<file path="config.mk">
export PLATFORM = sky130hd
export DESIGN_NAME = sdram_command_state_logic
export DESIGN_NICKNAME = d
export VERILOG_FILES = /design/src/hw/sdram_command_state_logic.v
export VERILOG_INCLUDE_DIRS = /design/src /design/src/hw
export SDC_FILE = /design/constraint.sdc
export NUM_CORES = 1
export LEC_CHECK = 0
export BUFFER_PORTS_ARGS = -buffer_cell sky130_fd_sc_hd__buf_2
export CAP_MARGIN = 20
export CORE_UTILIZATION = 50
export DETAILED_ROUTE_END_ITERATION = 8
export GPL_TIMING_DRIVEN = 1
export PLACE_DENSITY = 0.74
export SLEW_MARGIN = 20
export SYNTH_ARGS = -nofsm -noshare
export SYNTH_HDL_FRONTEND = slang
export SYNTH_SLANG_ARGS = --single-unit
</file>
<file path="constraint.sdc">
create_clock -name clk -period 3.8 [get_ports clk]
set_clock_uncertainty 0.1 [all_clocks]
set_input_delay 0.76 -clock clk [delete_from_list [all_inputs] [get_ports clk]]
set_output_delay 0.76 -clock clk [all_outputs]
set_load 0.01 [all_outputs]
</file>
<file path="src/hw/sdram_cmd_defines.vh">
// Notes on behaviour
// - each command is decoded against the state of the bank picked by bank_select.
// - idle bank treats deselect and all-high as nop; gate drop means power-down.
// - activate to idle bank opens it and latches the row address.
// - read to an open row starts a burst, latches column and auto-precharge bit.
// - write to an open row starts a burst, latches column and auto-precharge bit.
// - nop or deselect lets a plain burst finish, then the bank is row-active.
// - burst stop ends the burst at once, bank stays row-active.
// - new read or write cuts a plain burst and starts afresh with new bit.
// - precharge during a plain burst ends it and closes the bank.
// - auto-precharge burst runs out then precharges itself; no bank commands meanwhile.
// - precharging bank goes idle after precharge time; precharge to idle is nop.
// - activating bank becomes row-active after activate-to-column delay; only nop meanwhile.
// - refresh returns to idle after row cycle time; only nop during refresh or mode load.
// - power-down held while gate low; gate rise with nop exits to idle.
// - self-refresh held while gate low; exit with nop, idle after row cycle time.
// - gate rise re-enables inputs; controller waits setup before non-exit commands.
// - gate high in both cycles means normal per-bank decoding.
// - self-refresh exit starts on second edge after gate rise, lasts row cycle time.
`ifndef SDRAM_CMD_DEFINES_VH
`define SDRAM_CMD_DEFINES_VH
`define CLK_PERIOD_PS        10000
`define PRECHARGE_TIME_PS    20000
`define ACT_TO_COL_PS        20000
`define ROW_CYCLE_PS         67500
`define WRITE_RECOVERY_PS    15000
// least times, rounded up to whole cycles
`define PRECHARGE_CYC  ((`PRECHARGE_TIME_PS + `CLK_PERIOD_PS - 1) / `CLK_PERIOD_PS)
`define ACT_TO_COL_CYC ((`ACT_TO_COL_PS + `CLK_PERIOD_PS - 1) / `CLK_PERIOD_PS)
`define ROW_CYCLE_CYC  ((`ROW_CYCLE_PS + `CLK_PERIOD_PS - 1) / `CLK_PERIOD_PS)
`define WRITE_REC_CYC  ((`WRITE_RECOVERY_PS + `CLK_PERIOD_PS - 1) / `CLK_PERIOD_PS)
`define MODE_LOAD_CYC  2
`define SREX_EDGE      2
`define BURST_LEN      4
// bank states
`define BK_IDLE   3'h0
`define BK_ACTING 3'h1
`define BK_ACTIVE 3'h2
`define BK_READ   3'h3
`define BK_WRITE  3'h4
`define BK_PRECH  3'h5
`define BK_WREC   3'h6
// chip states
`define CH_NORMAL 3'h0
`define CH_REFR   3'h1
`define CH_MODE   3'h2
`define CH_PDOWN  3'h3
`define CH_SELF   3'h4
`define CH_SREX   3'h5
`define AP_BIT    10
`endif

</file>
<file path="src/hw/sdram_command_state_logic.v">
`timescale 1ns/1ps
`include "sdram_cmd_defines.vh"
module sdram_command_state_logic (
    input  wire        clk,            // system clock, 100 MHz
    input  wire        resetn,         // synchronous reset, active low
    // gate, command and address inputs, all taken on the rising edge
    input  wire        clk_gate,       // clock enable from controller
    input  wire        chip_sel_n,     // chip select, active low
    input  wire        row_strobe_n,   // row strobe, active low
    input  wire        col_strobe_n,   // column strobe, active low
    input  wire        write_en_n,     // write enable, active low
    input  wire [1:0]  bank_select,    // bank address
    input  wire [12:0] addr,           // row / column address
    // status outputs, every one straight from a flop
    output reg  [11:0] bank_state,     // 3 bits per bank, bank 0 low
    output reg  [2:0]  chip_state,     // chip-wide state
    output reg  [12:0] row_addr,       // last latched row address
    output reg  [8:0]  column_addr,    // last latched column address
    output reg         auto_precharge_bit, // auto-precharge of last legal column command
    output reg         illegal_cmd     // one-cycle pulse on illegal command
);
    // limitations a user must know:
    // - burst length is fixed at four; no mode field changes it
    // - precharge of all banks through the address bit is not modelled,
    //   a precharge only ever closes the bank picked by bank_select
    // - timers count whole cycles of the one clock, rounded up, so a
    //   faster clock needs the cycle figures in the header redone
    // - an illegal command is flagged and otherwise ignored, except on
    //   leaving power-down or self-refresh, where the exit still happens
    // - data, masks and the power-up sequence are outside this block
    // - the gate history is kept in every chip state, so exit edges are
    //   seen even while the chip sits in low power

    // timer loads in cycles; counts are small, so eight bits are kept on purpose
    localparam integer PRE_I = `PRECHARGE_CYC;
    localparam integer ACT_I = `ACT_TO_COL_CYC;
    localparam integer RC_I  = `ROW_CYCLE_CYC;
    localparam integer WR_I  = `WRITE_REC_CYC;
    localparam integer MR_I  = `MODE_LOAD_CYC;
    localparam integer BL_I  = `BURST_LEN;

    localparam [7:0] PRE_C = PRE_I[7:0];
    localparam [7:0] ACT_C = ACT_I[7:0];
    localparam [7:0] RC_C  = RC_I[7:0];
    localparam [7:0] WR_C  = WR_I[7:0];
    localparam [7:0] MR_C  = MR_I[7:0];
    localparam [7:0] BL_C  = BL_I[7:0];

    // registered state
    reg        gate_prev_q;
    reg [2:0]  bst_q [0:3];
    reg [7:0]  bcnt_q [0:3];
    reg [3:0]  bap_q;
    reg [7:0]  ccnt_q;
    reg [1:0]  srex_q;

    // next-state values built by the decode
    reg [2:0]  st_n [0:3];
    reg [7:0]  cnt_n [0:3];
    reg [3:0]  ap_n;
    reg [2:0]  cst_d;
    reg [7:0]  ccnt_d;
    reg [1:0]  srex_d;
    reg        ill_d;

    // scratch for the decode: idle summary, addressed state, loop index
    reg        all_idle;
    reg [2:0]  cur;
    integer    i;

    // command decode, 4-bit code {cs,ras,cas,we}
    wire [3:0] cmd     = {chip_sel_n, row_strobe_n, col_strobe_n, write_en_n};
    wire       is_nop  = chip_sel_n | (cmd[2:0] == 3'b111);
    wire       is_act  = (cmd == 4'b0011);
    wire       is_rd   = (cmd == 4'b0101);
    wire       is_wr   = (cmd == 4'b0100);
    wire       is_bst  = (cmd == 4'b0110);
    wire       is_pre  = (cmd == 4'b0010);
    wire       is_ref  = (cmd == 4'b0001);
    wire       is_mrs  = (cmd == 4'b0000);
    // address bit that picks auto-precharge on column commands
    wire       ap_in   = addr[`AP_BIT];
    // gate high now and at the previous edge; only then is a command decoded against a bank
    wire       gate_hh = gate_prev_q & clk_gate;

    // state that a bank enters when a timer expires
    function [2:0] after_timer;
        input [2:0] s;
        input       ap;
        begin
            case (s)
                `BK_ACTING: after_timer = `BK_ACTIVE;
                `BK_READ:   after_timer = ap ? `BK_PRECH : `BK_ACTIVE;
                `BK_WRITE:  after_timer = ap ? `BK_WREC : `BK_ACTIVE;
                // write with auto-precharge waits out write recovery first,
                // so the array is never closed on data still being written
                `BK_WREC:   after_timer = `BK_PRECH;
                `BK_PRECH:  after_timer = `BK_IDLE;
                default:    after_timer = s;
            endcase
        end
    endfunction

    // timer load for a state just entered
    function [7:0] load_for;
        input [2:0] s;
        begin
            case (s)
                `BK_ACTING: load_for = ACT_C;
                `BK_READ:   load_for = BL_C;
                `BK_WRITE:  load_for = BL_C;
                `BK_WREC:   load_for = WR_C;
                `BK_PRECH:  load_for = PRE_C;
                // states without a timer load zero so the counter rests
                default:    load_for = 8'h00;
            endcase
        end
    endfunction

    // next state: timers first, then the command to the addressed bank
    always @* begin
        ill_d    = 1'b0;
        cst_d    = chip_state;
        ccnt_d   = (ccnt_q != 8'h00) ? ccnt_q - 8'h01 : 8'h00;
        srex_d   = srex_q;
        all_idle = 1'b1;
        cur      = 3'h0;
        // every bank's timer runs, whichever bank is addressed
        for (i = 0; i < 4; i = i + 1) begin
            st_n[i]  = bst_q[i];
            cnt_n[i] = bcnt_q[i];
            ap_n[i]  = bap_q[i];
            // refresh, mode load and low-power entry need all four banks idle
            if (bst_q[i] != `BK_IDLE)
                all_idle = 1'b0;
            if (bcnt_q[i] > 8'h01) begin
                cnt_n[i] = bcnt_q[i] - 8'h01;
            end else if (bcnt_q[i] == 8'h01) begin
                st_n[i]  = after_timer(bst_q[i], bap_q[i]);
                cnt_n[i] = load_for(st_n[i]);
            end
        end
        case (chip_state)
            `CH_NORMAL: begin
                if (gate_prev_q & ~clk_gate) begin
                    // entry only legal with all banks idle
                    if (is_nop & all_idle)
                        cst_d = `CH_PDOWN;
                    else if (is_ref & all_idle)
                        cst_d = `CH_SELF;
                    else
                        ill_d = 1'b1;
                end else if (gate_hh & ~is_nop) begin
                    // decode against the addressed bank only
                    cur = bst_q[bank_select];
                    case (cur)
                        `BK_IDLE: begin
                            if (is_act) begin
                                st_n[bank_select]  = `BK_ACTING;
                                cnt_n[bank_select] = ACT_C;
                            end else if (is_pre) begin
                                // nop to an idle bank
                            end else if ((is_ref | is_mrs) & all_idle) begin
                                cst_d  = is_ref ? `CH_REFR : `CH_MODE;
                                ccnt_d = is_ref ? RC_C : MR_C;
                            end else
                                ill_d = 1'b1;
                        end
                        `BK_ACTIVE, `BK_READ, `BK_WRITE: begin
                            if (is_rd | is_wr) begin
                                // cuts any plain burst; ap taken afresh
                                st_n[bank_select]  = is_rd ? `BK_READ : `BK_WRITE;
                                cnt_n[bank_select] = BL_C;
                                ap_n[bank_select]  = ap_in;
                            end else if (is_pre) begin
                                st_n[bank_select]  = `BK_PRECH;
                                cnt_n[bank_select] = PRE_C;
                            end else if (is_bst & (cur != `BK_ACTIVE)) begin
                                st_n[bank_select]  = `BK_ACTIVE;
                                cnt_n[bank_select] = 8'h00;
                            end else
                                // activate, refresh, mode load, stop to a resting row
                                ill_d = 1'b1;
                        end
                        // only a repeat precharge is tolerated while precharging
                        `BK_PRECH: begin
                            if (!is_pre)
                                ill_d = 1'b1;
                        end
                        // activating and write-recovering banks take nop only
                        default:
                            ill_d = 1'b1;
                    endcase
                    // auto-precharge bursts accept no command at all; the running
                    // timer carries on as if the command had been a nop
                    if ((cur == `BK_READ || cur == `BK_WRITE) && bap_q[bank_select]) begin
                        if (bcnt_q[bank_select] == 8'h01) begin
                            st_n[bank_select]  = after_timer(bst_q[bank_select], 1'b1);
                            cnt_n[bank_select] = load_for(st_n[bank_select]);
                        end else begin
                            st_n[bank_select]  = bst_q[bank_select];
                            cnt_n[bank_select] = bcnt_q[bank_select] - 8'h01;
                        end
                        ap_n[bank_select]  = 1'b1;
                        ill_d              = 1'b1;
                    end
                end
            end

            // the chip-wide counter was loaded when the command was taken
            `CH_REFR, `CH_MODE: begin
                if (gate_hh & ~is_nop)
                    ill_d = 1'b1;
                if (ccnt_q <= 8'h01)
                    cst_d = `CH_NORMAL;
            end

            // any gate rise leaves power-down; a non-nop is flagged, not obeyed
            `CH_PDOWN: begin
                if (clk_gate) begin
                    cst_d = `CH_NORMAL;
                    ill_d = ~is_nop;
                end
            end

            // gate rise starts the exit; the refresh keeps going until then
            `CH_SELF: begin
                if (clk_gate) begin
                    cst_d  = `CH_SREX;
                    srex_d = 2'h1;
                    ill_d  = ~is_nop;
                end
            end

            // commands during the exit are flagged, the exit is not held up
            `CH_SREX: begin
                // exit counted from the second edge after the gate rise
                if (srex_q < `SREX_EDGE) begin
                    srex_d = srex_q + 2'h1;
                    ccnt_d = RC_C;
                end else if (ccnt_q <= 8'h01)
                    cst_d = `CH_NORMAL;
                if (gate_hh & ~is_nop)
                    ill_d = 1'b1;
            end

            default:
                cst_d = `CH_NORMAL;
        endcase
    end

    // state registers; outputs straight from flops
    always @(posedge clk) begin
        // gate history cleared too, so the first edge after reset decodes nothing
        if (!resetn) begin
            gate_prev_q        <= 1'b0;
            chip_state         <= `CH_NORMAL;
            ccnt_q             <= 8'h00;
            srex_q             <= 2'h0;
            bap_q              <= 4'h0;
            illegal_cmd        <= 1'b0;
            row_addr           <= 13'h0000;
            column_addr        <= 9'h000;
            auto_precharge_bit <= 1'b0;
            bank_state         <= 12'h000;
            for (i = 0; i < 4; i = i + 1) begin
                bst_q[i]  <= `BK_IDLE;
                bcnt_q[i] <= 8'h00;
            end
        end else begin
            // counters and states advance every cycle, gate or not
            gate_prev_q <= clk_gate;
            chip_state  <= cst_d;
            ccnt_q      <= ccnt_d;
            srex_q      <= srex_d;
            bap_q       <= ap_n;
            illegal_cmd <= ill_d;
            for (i = 0; i < 4; i = i + 1) begin
                bst_q[i]  <= st_n[i];
                bcnt_q[i] <= cnt_n[i];
            end
            // the output copies the next states, so it is never a cycle behind
            bank_state <= {st_n[3], st_n[2], st_n[1], st_n[0]};
            // latch addresses only when a command is actually taken
            if (chip_state == `CH_NORMAL && gate_hh && !ill_d) begin
                if (is_act)
                    row_addr <= addr;
                // column and its auto-precharge bit from the last legal column command
                if (is_rd | is_wr) begin
                    column_addr        <= addr[8:0];
                    auto_precharge_bit <= ap_in;
                end
            end
        end
    end
endmodule // sdram_command_state_logic

</file>
---- Yosys cells after proc, flatten, opt, wreduce, memory -nomap -nowiden ----
Memories as Yosys holds them, arrays and structs flattened.
Cells that the tools add are included.
storage, ports and cells
  word-level logic and storage cells ...... 343
  bits in registers ....................... 54
  output and inout bits ................... 39
  bits of input ports ..................... 22
  RAM bits ................................ 44
  memories kept ........................... 2
operators by class
  equal/unequal tests ..................... 79
  reductions and logical operators ........ 36
  magnitude comparators ................... 10
  bitwise gates (word level) .............. 40
  multiplexer cells ....................... 159
  add/subtract/negate cells ............... 7
memory list
  name    depth  width  read ports  clocked after memory_dff  write ports  line                            source
  bcnt_q  4      8      5           0                         4            sdram_command_state_logic.v:52  reg [7:0] bcnt_q [0:3];
  bst_q   4      3      5           0                         4            sdram_command_state_logic.v:51  reg [2:0] bst_q [0:3];
operators by type and width
  cell                                                 number
  two-way mux 32 bit                                   12
  two-way mux 8 bit                                    26
  two-way mux 3 bit                                    50
  two-way mux 12 bit                                   12
  == test 3 bit (second input constant)                33
  one-hot mux 3 bit (5 select lines)                   5
  bitwise mux 32 bit                                   2
  one-hot mux 32 bit (2 select lines)                  1
  bitwise AND 28 bit                                   2
  inverter 28 bit                                      2
  subtractor 8 x 1 -> 8 bit (second input constant)    6
  == test 8 x 1 -> 1 bit (second input constant)       5
  == test 3 x 2 -> 1 bit (second input constant)       13
  bitwise mux 12 bit                                   3
  == test 3 x 1 -> 1 bit (second input constant)       11
  bitwise AND 32 bit                                   1
  > comparator 8 x 1 -> 1 bit (second input constant)  4
  inverter 32 bit                                      1
  one-hot mux 3 bit (2 select lines)                   5
  two-way mux 4 bit                                    6
  one-hot mux 12 bit (2 select lines)                  1
  two-way mux 1 bit                                    22
  OR reduction 3 bit                                   7
  bitwise OR 4 bit                                     5
  46 further kinds                                     96

---- Longest topological paths before layout ----
Gate-level depths: netlist (run 1).
An unclocked memory read counts as a cell.
  word-level depth ........................ 34
  depth in mapped cells ................... 10
  depth with buffers taken out ............ 8

---- Worst setup path after synthesis (run 1) ----
No wires, ideal clock.
  kind .................................... input-to-reg
  start point ............................. in bank_select[0]
  end point ............................... mem bcnt_q[0][1]
  required time ........................... 3.608 ns
  path slack .............................. 0.446 ns
  arrival time ............................ 3.161 ns
  buffers on the path ..................... 2
  stages .................................. 10
  setup time .............................. 0.092 ns
  cells stage by stage .................... buf_2 -> buf_4 -> mux4_2 -> inv_1 -> ha_1 -> nor3b_2 -> and2_1 -> mux2_2 -> mux2_2 -> o32ai_1
RTL lines
  element          line                            source
  start, declared  sdram_command_state_logic.v:12  input wire [1:0] bank_select,
  end, declared    sdram_command_state_logic.v:52

==> results of run 1 <==
==> cell type report <==
cell class              instances  area (sq um)
clock buffers                   9         225.2
clock inverters                 7         81.33
fillers                      1239          5577
inverters                      29         108.9
multi-input cells             701          4671
flip-flops and latches         86          1722
well taps                     176         220.2
repair buffers                 98         585.6
==> stage by stage <==
stage          hold slack [ns]  setup WS (ns)  area (sq um)  instances
3_3_place_gp            0.3414         0.1462          7307       1090
2_1_floorplan           0.3425         0.4463          6750        874
6_report                0.3560         0.4264          7614       1106
4_1_cts                 0.3550         0.5178          7614       1106
3_5_place_dp            0.3425         0.1658          7307       1090
5_1_grt                 0.3697         0.2442          7614       1106
==> placed cells by master (no fill, tap or decap), types with 15 or more instances in the layout <==
| master | netlist | routed |
|---|---|---|
| inv_1 | 29 | 29 |
| xnor2_1 | 15 | 15 |
| nor2_1 | 88 | 88 |
| o21ai_0 | 51 | 51 |
| buf_2 | 7 | 60 |
| nand3_1 | 20 | 20 |
| buf_4 | 3 | 38 |
| nand2_1 | 95 | 95 |
| dfxtp_1 | 86 | 86 |
| nor3_1 | 20 | 19 |
| mux2i_1 | 33 | 33 |
| nor2b_1 | 15 | 15 |
| o211ai_1 | 18 | 18 |
| a21oi_1 | 48 | 48 |
==> worst reg2reg max path: cells and delay by family, from the launching register on <==
kind / cells / cell delay (ns)
AOI/OAI and AO/OA: 3 / 0.89
buffers and inverters: 1 / 0.25
DFF: 1 / 0.43
muxes: 1 / 0.72
and+or+nand+nor: 1 / 0.46
==> registers in the layout, indices dropped and copies added, names as in the netlist <==
signal              flops
illegal_cmd             1
auto_precharge_bit      1
row_addr               13
column_addr             9
srex_q                  2
ccnt_q                  8
gate_prev_q             1
bap_q                   4
bank_state             12
chip_state              3
bcnt_q                 32
==> where the power goes <==
| part | switching, W | internal [W] | total [W] |
|---|---|---|---|
| Clock | 0.000398 | 0.000517 | 0.000915 |
| Sequential | 0.000258 | 0.00108 | 0.00134 |
| Combinational | 0.00137 | 0.00104 | 0.00241 |
| Total | 0.00203 | 0.00263 | 0.00466 |
==> kinds of logic (layout without fill, tap and decap cells) <==
| group | Yosys count | count (layout) | synth area share (%) |
|---|---|---|---|
| AND/OR/NAND/NOR | 353 | 353 | 27.19 |
| AO/OA/AOI/OAI | 259 | 259 | 26.54 |
| buffers and inverters | 87 | 143 | 5.375 |
| flip-flops | 86 | 86 | 25.51 |
| multiplexers | 48 | 48 | 9.398 |
| XOR/XNOR | 29 | 29 | 3.763 |
| adder cells (fa/ha/maj) | 12 | 12 | 2.224 |
==> path summary, 6_finish.rpt <==
| check | slack (ns) | to | cells after the start | startpoint |
|---|---|---|---|---|
| min reg2reg | 0.36 | row_addr[1]$_SDFFE_PN0P_ | 2 | row_addr[1]$_SDFFE_PN0P_ |
| min | 0.36 | row_addr[1]$_SDFFE_PN0P_ | 2 | row_addr[1]$_SDFFE_PN0P_ |
| max reg2reg | 0.79 | bcnt_q[2][4]$_SDFF_PN0_ | 6 | bank_state[9]$_SDFF_PN0_ |
| max | 0.43 | bcnt_q[2][4]$_SDFF_PN0_ | 7 | bank_select[0] |
==> layer usage <==
layer	vias to the layer above	track usage, %	routed length [um]
met5	-	0	0
met3	88	6.757	1891
li1	3403	-	-
met1	3317	40.77	9208
met4	0	16.99	1129
met2	399	48.57	9648
==> summary.md, run 1 <==
| Metric | Value |
|---|---|
| Worst Path Arrival | `about 3.5 ns` |
| Crit Path Max Fanout | `20` |
| GP Congestion | `between 1 and 1.5` |
| Highest Clock Rate | `between 0.2 and 0.3 GHz` |
| Sequential share of the synthesized area | `25.51%` |
| Clock Latency Late Sink | `around 0.35 ns` |
| Average wire per standard cell | `between 15 and 20 um` |
| Clk buf depth | `2` |
| Vias in the first global route | `between 6000 and 7000` |
| Crit Path Class | `primary input to flop` |
| Area contributors post-synth | `dfxtp_1, nand2_1, mux2i_1` |
| Final Util | `57.72%` |
| Drt first pass iters | `8` |
| Period utilization | `88.78%` |
| Cell variety after synth | `86` |
| Share of cells above drive strength 1 | `16.24%` |
| CP max stage delay | `~0.77 ns` |
| Setup crit start kind | `primary input` |
| Unrepaired setup endpoints after global routing | `false` |
| Buf/Inv on CP | `2` |
| Antenna cells | `0` |
| H-tree levels | `3` |
| Synth top area share | `25.51%` |
| CTS root buf | `clkbuf_16` |
| Number of hold buffers added after cts | `0` |
| DRC viols | `1` |
| Nets@finish | `around 960` |
| Die area | `13970 sq um` |
| Area leader, netlist | `dfxtp_1` |
| Pwr dens | `between 600 and 700 nW/um^2` |
| TritonCTS buffer count | `9` |
| Count leader, synth | `nand2_1` |
| Grt total ovfl | `0` |
| Worst-path clk slew | `approximately 0.07 ns` |
| Failing checks | `design-rule violations` |
| Largest net degree at the start of global routing | `69` |
| Synth Flop Type | `dfxtp_1` |
| Drt total wl | `around 22000 um` |
| Mapped Cells | `around 870` |
| Max-cap viol count | `0` |
| Post-DR vias/cell | `6.516` |
| Final setup vio count | `0` |
| Final Hold Viols | `0` |
| # IOs | `~60` |
| CTS sink cnt | `86` |
| Critical Path End Type | `flop` |
| Status | `complete, but fails checks` |
| I/O Buffers | `60` |
| Total negative slack | `0 ns` |
| FF+latch count, synth | `between 80 and 90` |
| Post-DP HPWL | `between 15000 and 20000 um` |
| Min cycle time layout | `about 3.4 ns` |
| Post-synthesis net count | `about 910` |
| Cell mode on critical path | `a21oi_1` |
| Peak VDD IR | `between 0.0003 and 0.0004 V` |
| Crit path required time | `3.91 ns` |
| EDFF count, synth | `0` |
| Synth warn | `0` |
| Async SR Flop Fraction | `0%` |
| Overall power | `roughly 0.0047 W` |
| Postcts setup bufs | `0` |
| Initial Util | `51.18%` |
| CTS tree | `yes` |
| Synthesized cell area | `roughly 6800 sq um` |
| Initial antenna violation count | `0` |
| Crit path max-delay family | `compound AO/OA/AOI/OAI gates` |
| Die height | `~120 um` |
| Crit-path cells | `buf_2 > mux4_2 > buf_4 > nor3b_2 > a21oi_1 > a21oi_1 > o32ai_1` |
| Die width | `roughly 120 um` |
| Overall Global Routing Usage | `a little under a third` |
| Core area | `roughly 13000 sq um` |
| Most frequent cells after synthesis | `nand2_1, nor2_1, dfxtp_1` |
| Row count | `42` |
| Pleak | `about 2.9 nW` |
| Final Max Slew Viols | `0` |
| CTS resizes | `0` |
| Area growth syn-to-layout | `12.79%` |
| Hold Crit Class | `flop to flop` |
| Slew headroom | `between 30% and 40%` |
| Via count | `approximately 7000` |
| Worst-margin pin slew | `~0.93 ns` |
| DR iter-0 viols | `between 800 and 900` |
| Worst path slowest cell | `mux4_2` |
| Mean Syn Cell Area | `between 7 and 8 sq um` |
| First-pass GRT wire length | `between 30000 and 40000 um` |
| Antenna viol nets, final | `0` |
Power figures use the tool's default switching activity.
==> run 2: changes to the inputs <==
--- a/config.mk
+++ b/config.mk
@@ -16,3 +16,4 @@
 export SYNTH_ARGS = -nofsm -noshare
 export SYNTH_HDL_FRONTEND = slang
 export SYNTH_SLANG_ARGS = --single-unit
+export TNS_END_PERCENT = 1
==> constraint.sdc (replaced) <==
create_clock -name clk -period 4.25 [get_ports clk]
set_clock_uncertainty 0.1 [all_clocks]
set_input_delay 0.85 -clock clk [delete_from_list [all_inputs] [get_ports clk]]
set_output_delay 0.85 -clock clk [all_outputs]
set_load 0.01 [all_outputs]
==> run 2 against run 1 <==
  * The run still ends with design-rule violations left
  * Non-clock buffer count decreased by 20
  * Largest power group unchanged
  * Clock power decreased by 18%
  * Sequential share of layout area increased by 0.55 points
  * Final cell count decreased by 1.8%
  * Via count decreased by 0.60%
==> summary.md, run 2 (synthesized netlist as in run 1, its figures left out) <==
| Metric | Value |
|---|---|
| Reg2Reg Depth | `6 (unchanged)` |
| Pwr dens | `538.0 nW/um^2 (-12%)` |
| Number of hold buffers added after cts | `0 (unchanged)` |
| Initial Util | `51.18% (unchanged)` |
| Core area | `13190 sq um (unchanged)` |
| Hold Path Stages | `2 (unchanged)` |
| Highest Clock Rate | `~0.28 GHz` |
| Post-DR vias/cell | `6.597 (+1.2%)` |
| Clk buf depth | `2 (unchanged)` |
| Die height | `118.2 um (unchanged)` |
| TritonCTS buffer count | `9 (unchanged)` |
| CTS tree | `yes` |
| Switching Power | `0.001763 W (-13%)` |
| Top flop regs | `bcnt_q: 32 flops, row_addr: 13 flops, bank_state: 12 flops` |
| Clock network power share | `18.8% (-0.8 points)` |
| Total negative slack | `0 ns (unchanged)` |
| GP Congestion | `1.002 (-2.6%)` |
| DP Worst Slack | `0.3961 ns (+0.2304 ns)` |
| Nets@finish | `939 (-2.1%)` |
| Period utilization | `82.93%` |
| Levels on crit path | `10 (+3)` |
| Max-cap viol count | `0 (unchanged)` |
| DRC viols | `1 (unchanged)` |
| Hold Crit Class | `flop to flop` |
| Final Hold Viols | `0 (unchanged)` |
| Drt total wl | `21730 um (-0.68%)` |
| Part of the power in registers | `29.7% (+1.0 points)` |
| Buf/Inv on CP | `3 (+1)` |
| H-tree levels | `3 (unchanged)` |
| I/O Buffers | `60 (unchanged)` |
| # fillers | `1274 (+2.8%)` |
| Via count | `7164 (-0.60%)` |
| Setup crit start kind | `primary input` |
| Commonest non-fill, non-tap cell in the layout | `nand2_1` |
| Row count | `42 (unchanged)` |
| Critical Path End Type | `flop` |
| Cell mode on critical path | `mux2_2` |
| Storage cell area | `1722 sq um (unchanged)` |
| Crit Path Class | `primary input to flop` |
| Initial antenna violation count | `0 (unchanged)` |
| Max reg flops | `32 (unchanged)` |
| Met1 Resource Use GR | `41.22% (+0.45 points)` |
| Comb power frac | `51.5% (-0.2 points)` |
| Final Util | `56.35% (-1.4 points)` |
| M3 GR Usage | `5.357% (-1.4 points)` |
| # IOs | `61 (unchanged)` |
| Final setup margin | `0.7255 ns (+0.2991 ns)` |
| Worst path slowest cell | `mux4_2` |
| Antenna cells | `0 (unchanged)` |
| Failing checks | `design-rule violations` |
| Area growth syn-to-layout | `10.10%` |
| Internal power | `0.002236 W (-15%)` |
| GRT busiest layer | `met2` |
| Final setup vio count | `0 (unchanged)` |
| Die width | `118.2 um (unchanged)` |
| Grt total ovfl | `0 (unchanged)` |
| Unrepaired setup endpoints after global routing | `false` |
| Status | `complete, but fails checks` |
| Drt first pass iters | `8 (unchanged)` |
| Slew headroom | `39.82% (+2.4 points)` |
| First-pass GRT wire length | `34370 um (-0.90%)` |
| Die area | `13970 sq um (unchanged)` |
| Post-DP HPWL | `15960 um (-2.7%)` |
| CTS sink cnt | `86 (unchanged)` |
| Largest Register | `bcnt_q` |
| CP max stage delay | `0.52 ns (-0.25 ns)` |
| CTS root buf | `clkbuf_16` |
| Largest net degree at the start of global routing | `42 (-39%)` |
| Min cycle time layout | `around 3.5 ns` |
| Multi-input gate area | `4671 sq um (unchanged)` |
| CTS resizes | `0 (unchanged)` |
| Hold_ws | `0.3556 ns (-0.0003670 ns)` |
| Crit path required time | `4.42 ns (+0.51 ns)` |
| Vias in the first global route | `6477 (-0.75%)` |
| GR Util met2 | `47.87% (-0.70 points)` |
| Pleak | `2.814 nW (-4.1%)` |
| Crit Path Max Fanout | `12 (-40%)` |
| Most frequent cells in the layout | `nand2_1, nor2_1, dfxtp_1, buf_2, o21ai_0` |
| Postcts setup bufs | `0 (unchanged)` |
| Overall Global Routing Usage | `31.15% (-0.25 points)` |
| Clock Latency Late Sink | `0.36 ns (about the same)` |
| Peak VDD IR | `0.0002294 V (-25%)` |
| Worst-margin pin slew | `0.9027 ns (-0.02775 ns)` |
| Crit-path cells | `buf_2 > buf_4 > mux4_2 > inv_1 > ha_1 > nor3b_2 > and2_1 > mux2_2 > mux2_2 > o32ai_1` |
| Switching Share | `44.09% (+0.60 points)` |
| Crit path max-delay family | `multiplexers` |
| DR iter-0 viols | `771 (-14%)` |
| Share of cells above drive strength 1 | `14.40% (-1.8 points)` |
| Worst-path clk slew | `0.07 ns (about the same)` |
| Worst Path Arrival | `3.69 ns (+0.21 ns)` |
| Final Max Slew Viols | `0 (unchanged)` |
| Antenna viol nets, final | `0 (unchanged)` |
| Average wire per standard cell | `20.01 um (+1.1%)` |
[run 2: changes by cell type in the layout (fill, tap and decap cells not counted), sizes merged]
| cell | before | now |
|---|---|---|
| clkinvlp | 1 | 3 |
| bufinv | 1 | 0 |
| inv | 31 | 30 |
| buf | 98 | 78 |
[run 2: metal layers]
layer | up-vias | routed length [um]
li1 | 3347 | -
met1 | 3315 | 9135
met2 | 409 | 9547
met3 | 93 | 1927
met4 | 0 | 1119
met5 | - | 0
[run 2: layout make-up]
| cell class | instances | area share [%] |
|---|---|---|
| inverter | 29 | 1.465 |
| timing repair buffer | 78 | 5.859 |
| multi-input combinational | 701 | 62.85 |
| clock inverter | 7 | 0.6734 |
| clock buffer | 9 | 3.030 |
| sequential | 86 | 23.16 |
| tap | 176 | 2.963 |
[run 2: power groups by stage]
| stage | clock, W | combinational [W] | sequential [W] |
|---|---|---|---|
| detailed placement | 0 | 0.00200 | 0.00120 |
| global route | 0.000791 | 0.00227 | 0.00121 |
| CTS | 0.000758 | 0.00203 | 0.00118 |
| finish | 0.000751 | 0.00206 | 0.00119 |
| global placement | 0 | 0.00197 | 0.00120 |
| floorplan | 0 | 0.00159 | 0.00111 |
[run 2: final timing paths]
kind                                 start                       end  slack, ns
setup / recovery            bank_select[0]   bcnt_q[0][1]$_SDFF_PN0_       0.73
hold / removal    row_addr[6]$_SDFFE_PN0P_  row_addr[6]$_SDFFE_PN0P_       0.36
setup reg to reg  bank_state[2]$_SDFF_PN0_     bap_q[1]$_SDFFE_PN0P_       1.08
hold reg to reg   row_addr[6]$_SDFFE_PN0P_  row_addr[6]$_SDFFE_PN0P_       0.36
[run 2: metrics by stage]
step	cell area [sq um]	power, W	std cells
CTS	7432	0.003967	1086
detailed placement	7157	0.003203	1070
floorplan	6750	0.002710	874
global route	7432	0.004275	1086
global placement	7157	0.003173	1070
finish	7432	0.003999	1086
[run 2: tightest hold or removal path, cell delays in order, from the launching register on]
cell	delay, ns
dfxtp_1	0.31
nand2_1	0.05
mux2i_1	0.05
==> run 3: changes to the inputs <==
==> constraint.sdc (replaced) <==
create_clock -name clk -period 3.5 [get_ports clk]
set_clock_uncertainty 0.1 [all_clocks]
set_input_delay 0.7 -clock clk [delete_from_list [all_inputs] [get_ports clk]]
set_output_delay 0.7 -clock clk [all_outputs]
set_load 0.01 [all_outputs]
==> run 3 against run 2 <==
  * The flow still finishes with violations (design-rule violations)
  * Routed wire length up 3.2%
  * Clock power up 28%
  * Sequential share of layout area down 0.99 points
  * Critical endpoint is now bcnt_q[0][4]$_SDFF_PN0_
  * Highest routed layer unchanged
==> summary.md, run 3 (synthesized netlist as in run 1, its figures left out) <==
| Metric | Value |
|---|---|
| GP Congestion | `1.019 (+1.6%)` |
| CP max stage delay | `0.70 ns (+0.18 ns)` |
| Final Hold Viols | `0 (unchanged)` |
| # fillers | `1230 (-3.5%)` |
| Worst-path clk slew | `0.07 ns (about the same)` |
| Die width | `118.2 um (unchanged)` |
| Antenna viol nets, final | `0 (unchanged)` |
| Period utilization | `approximately nine tenths` |
| Slew headroom | `27.51% (-12 points)` |
| Antenna cells | `0 (unchanged)` |
| H-tree levels | `3 (unchanged)` |
| Core area | `13190 sq um (unchanged)` |
| I/O Buffers | `60 (unchanged)` |
| Largest Register | `bcnt_q` |
| CTS tree | `yes` |
| Grt total ovfl | `0 (unchanged)` |
| DR iter-0 viols | `737 (-4.4%)` |
| Reg-to-reg endpoint | `bcnt_q[0][4]$_SDFF_PN0_` |
| Worst Path Arrival | `3.28 ns (-0.41 ns)` |
| Drt first pass iters | `7 (-1)` |
| Crit path max-delay family | `simple AND/OR/NAND/NOR gates` |
| Max reg flops | `32 (unchanged)` |
| Number of hold buffers added after cts | `0 (unchanged)` |
| Hold Path Stages | `2 (unchanged)` |
| Postcts setup bufs | `0 (unchanged)` |
| First-pass GRT wire length | `35690 um (+3.9%)` |
| Setup crit start kind | `primary input` |
| Unrepaired setup endpoints after global routing | `false` |
| Row count | `42 (unchanged)` |
| Min cycle time layout | `~3.2 ns` |
| Post-DP HPWL | `16980 um (+6.4%)` |
| Clock Latency Late Sink | `0.36 ns (about the same)` |
| Pleak | `3.037 nW (+7.9%)` |
| Nets@finish | `978 (+4.2%)` |
| Crit-path cells | `buf_2 > mux4_2 > buf_4 > and4b_1 > nor2_2 > buf_4 > nor2_1 > nor2_1 > a2111oi_0` |
| CTS resizes | `0 (unchanged)` |
| Worst reg2reg startpoint | `bank_state[10]$_SDFF_PN0_` |
| Worst-margin pin slew | `1.086 ns (+0.1835 ns)` |
| Final Max Slew Viols | `0 (unchanged)` |
| Post-DR vias/cell | `6.468 (-2.0%)` |
| DRC viols | `1 (unchanged)` |
| Commonest non-fill, non-tap cell in the layout | `nand2_1` |
| Multi-input gate area | `4671 sq um (unchanged)` |
| Share of cells above drive strength 1 | `17.91% (+3.5 points)` |
| Die area | `13970 sq um (unchanged)` |
| Buf/Inv on CP | `3 (unchanged)` |
| Highest Clock Rate | `0.3157 GHz` |
| Crit Path Class | `primary input to flop` |
| Pwr dens | `643.8 nW/um^2 (+20%)` |
| Flop-to-flop setup slack | `0.59 ns (-0.49 ns)` |
| Die height | `118.2 um (unchanged)` |
| Vias in the first global route | `6692 (+3.3%)` |
| Critical Path End Type | `flop` |
| Peak VDD IR | `0.0003091 V (+35%)` |
| Clk buf depth | `2 (unchanged)` |
| Status | `complete, but fails checks` |
| Final setup vio count | `0 (unchanged)` |
| Final Util | `58.86% (+2.5 points)` |
| Initial Util | `51.18% (unchanged)` |
| Overall Global Routing Usage | `32.63% (+1.5 points)` |
| Reg2Reg Depth | `6 (unchanged)` |
| Hold path endpoint | `row_addr[6]$_SDFFE_PN0P_` |
| CTS sink cnt | `86 (unchanged)` |
| Drt total wl | `22420 um (+3.2%)` |
| Area growth syn-to-layout | `15.01%` |
| Crit path required time | `3.62 ns (-0.80 ns)` |
| TritonCTS buffer count | `9 (unchanged)` |
| # IOs | `61 (unchanged)` |
| Crit Path Max Fanout | `13 (+1)` |
| Max-cap viol count | `0 (unchanged)` |
| Top flop regs | `bcnt_q: 32 flops, row_addr: 13 flops, bank_state: 12 flops` |
| Average wire per standard cell | `19.93 um (-0.38%)` |
| Initial antenna violation count | `0 (unchanged)` |
| Failing checks | `design-rule violations` |
| Hold Crit Class | `flop to flop` |
| Largest net degree at the start of global routing | `69 (+64%)` |
| Worst path slowest cell | `mux4_2` |
| Storage cell area | `1722 sq um (unchanged)` |
| Most frequent cells in the layout | `nand2_1, nor2_1, dfxtp_1, buf_2, buf_4` |
| Worst hold path startpoint | `row_addr[6]$_SDFFE_PN0P_` |
| CTS root buf | `clkbuf_16` |
| Levels on crit path | `9 (-1)` |
| Overall power | `0.004998 W (+25%)` |
| Via count | `7276 (+1.6%)` |
| Total negative slack | `0 ns (unchanged)` |
-- run 3: cell count changes in the layout (fill, tap and decap cells not counted), sizes merged --
| cell | previous run | this run |
|---|---|---|
| buf | 78 | 117 |
| clkinv | 3 | 2 |
| inv | 30 | 34 |
| clkinvlp | 3 | 0 |
-- run 3: worst reg2reg max path, cell delays in order, from the launching register on --
cell	delay, ns
dfxtp_1	0.45
mux4_2	0.64
buf_4	0.20
or2_1	0.32
or3_1	0.46
a221oi_1	0.42
a2111oi_0	0.14
-- run 3: layout make-up --
type	count	area share [%]
Multi-Input combinational cell	701	60.16
Clock inverter	7	0.8219
Tap cell	176	2.836
Clock buffer	9	2.901
Sequential cell	86	22.18
Inverter	29	1.402
Timing Repair Buffer	117	9.702
-- run 3: report_power, final --
group,internal [W],total [W],switching [W]
Clock,0.000499,0.000961,0.000462
Sequential,0.00117,0.00145,0.000279
Combinational,0.00113,0.00259,0.00146
-- run 3: metrics by stage --
stage / setup WS (ns) / cell area [sq um] / hold WS [ns] / cells
floorplan: 0.2063 / 6750 / 0.3425 / 874
global placement: 0.1567 / 7475 / 0.3404 / 1109
detailed placement: 0.09684 / 7475 / 0.3436 / 1109
CTS: 0.3698 / 7764 / 0.3590 / 1125
global route: 0.2216 / 7764 / 0.3664 / 1125
finish: 0.3320 / 7764 / 0.3564 / 1125
-- run 3: worst max path at each step --
stage                     slack [ns]           start                     endpoint
after floorplan                 0.21  bank_select[0]      bcnt_q[0][1]$_SDFF_PN0_
after CTS                       0.37  bank_select[0]      bcnt_q[0][4]$_SDFF_PN0_
after global placement          0.16  bank_select[0]  column_addr[1]$_SDFFE_PN0P_
after detailed placement         0.1  bank_select[0]  column_addr[4]$_SDFFE_PN0P_
after global routing            0.22  bank_select[0]      bcnt_q[0][4]$_SDFF_PN0_
final                           0.33  bank_select[0]      bcnt_q[0][4]$_SDFF_PN0_
-- run 3: metal layers --
layer | up-vias | wire length [um] | global-route usage, %
met5 | - | 0 | 0
met4 | 0 | 965 | 14.50
met3 | 80 | 1802 | 7.915
met2 | 366 | 10300 | 52.28
met1 | 3394 | 9356 | 41.48
li1 | 3436 | - | -
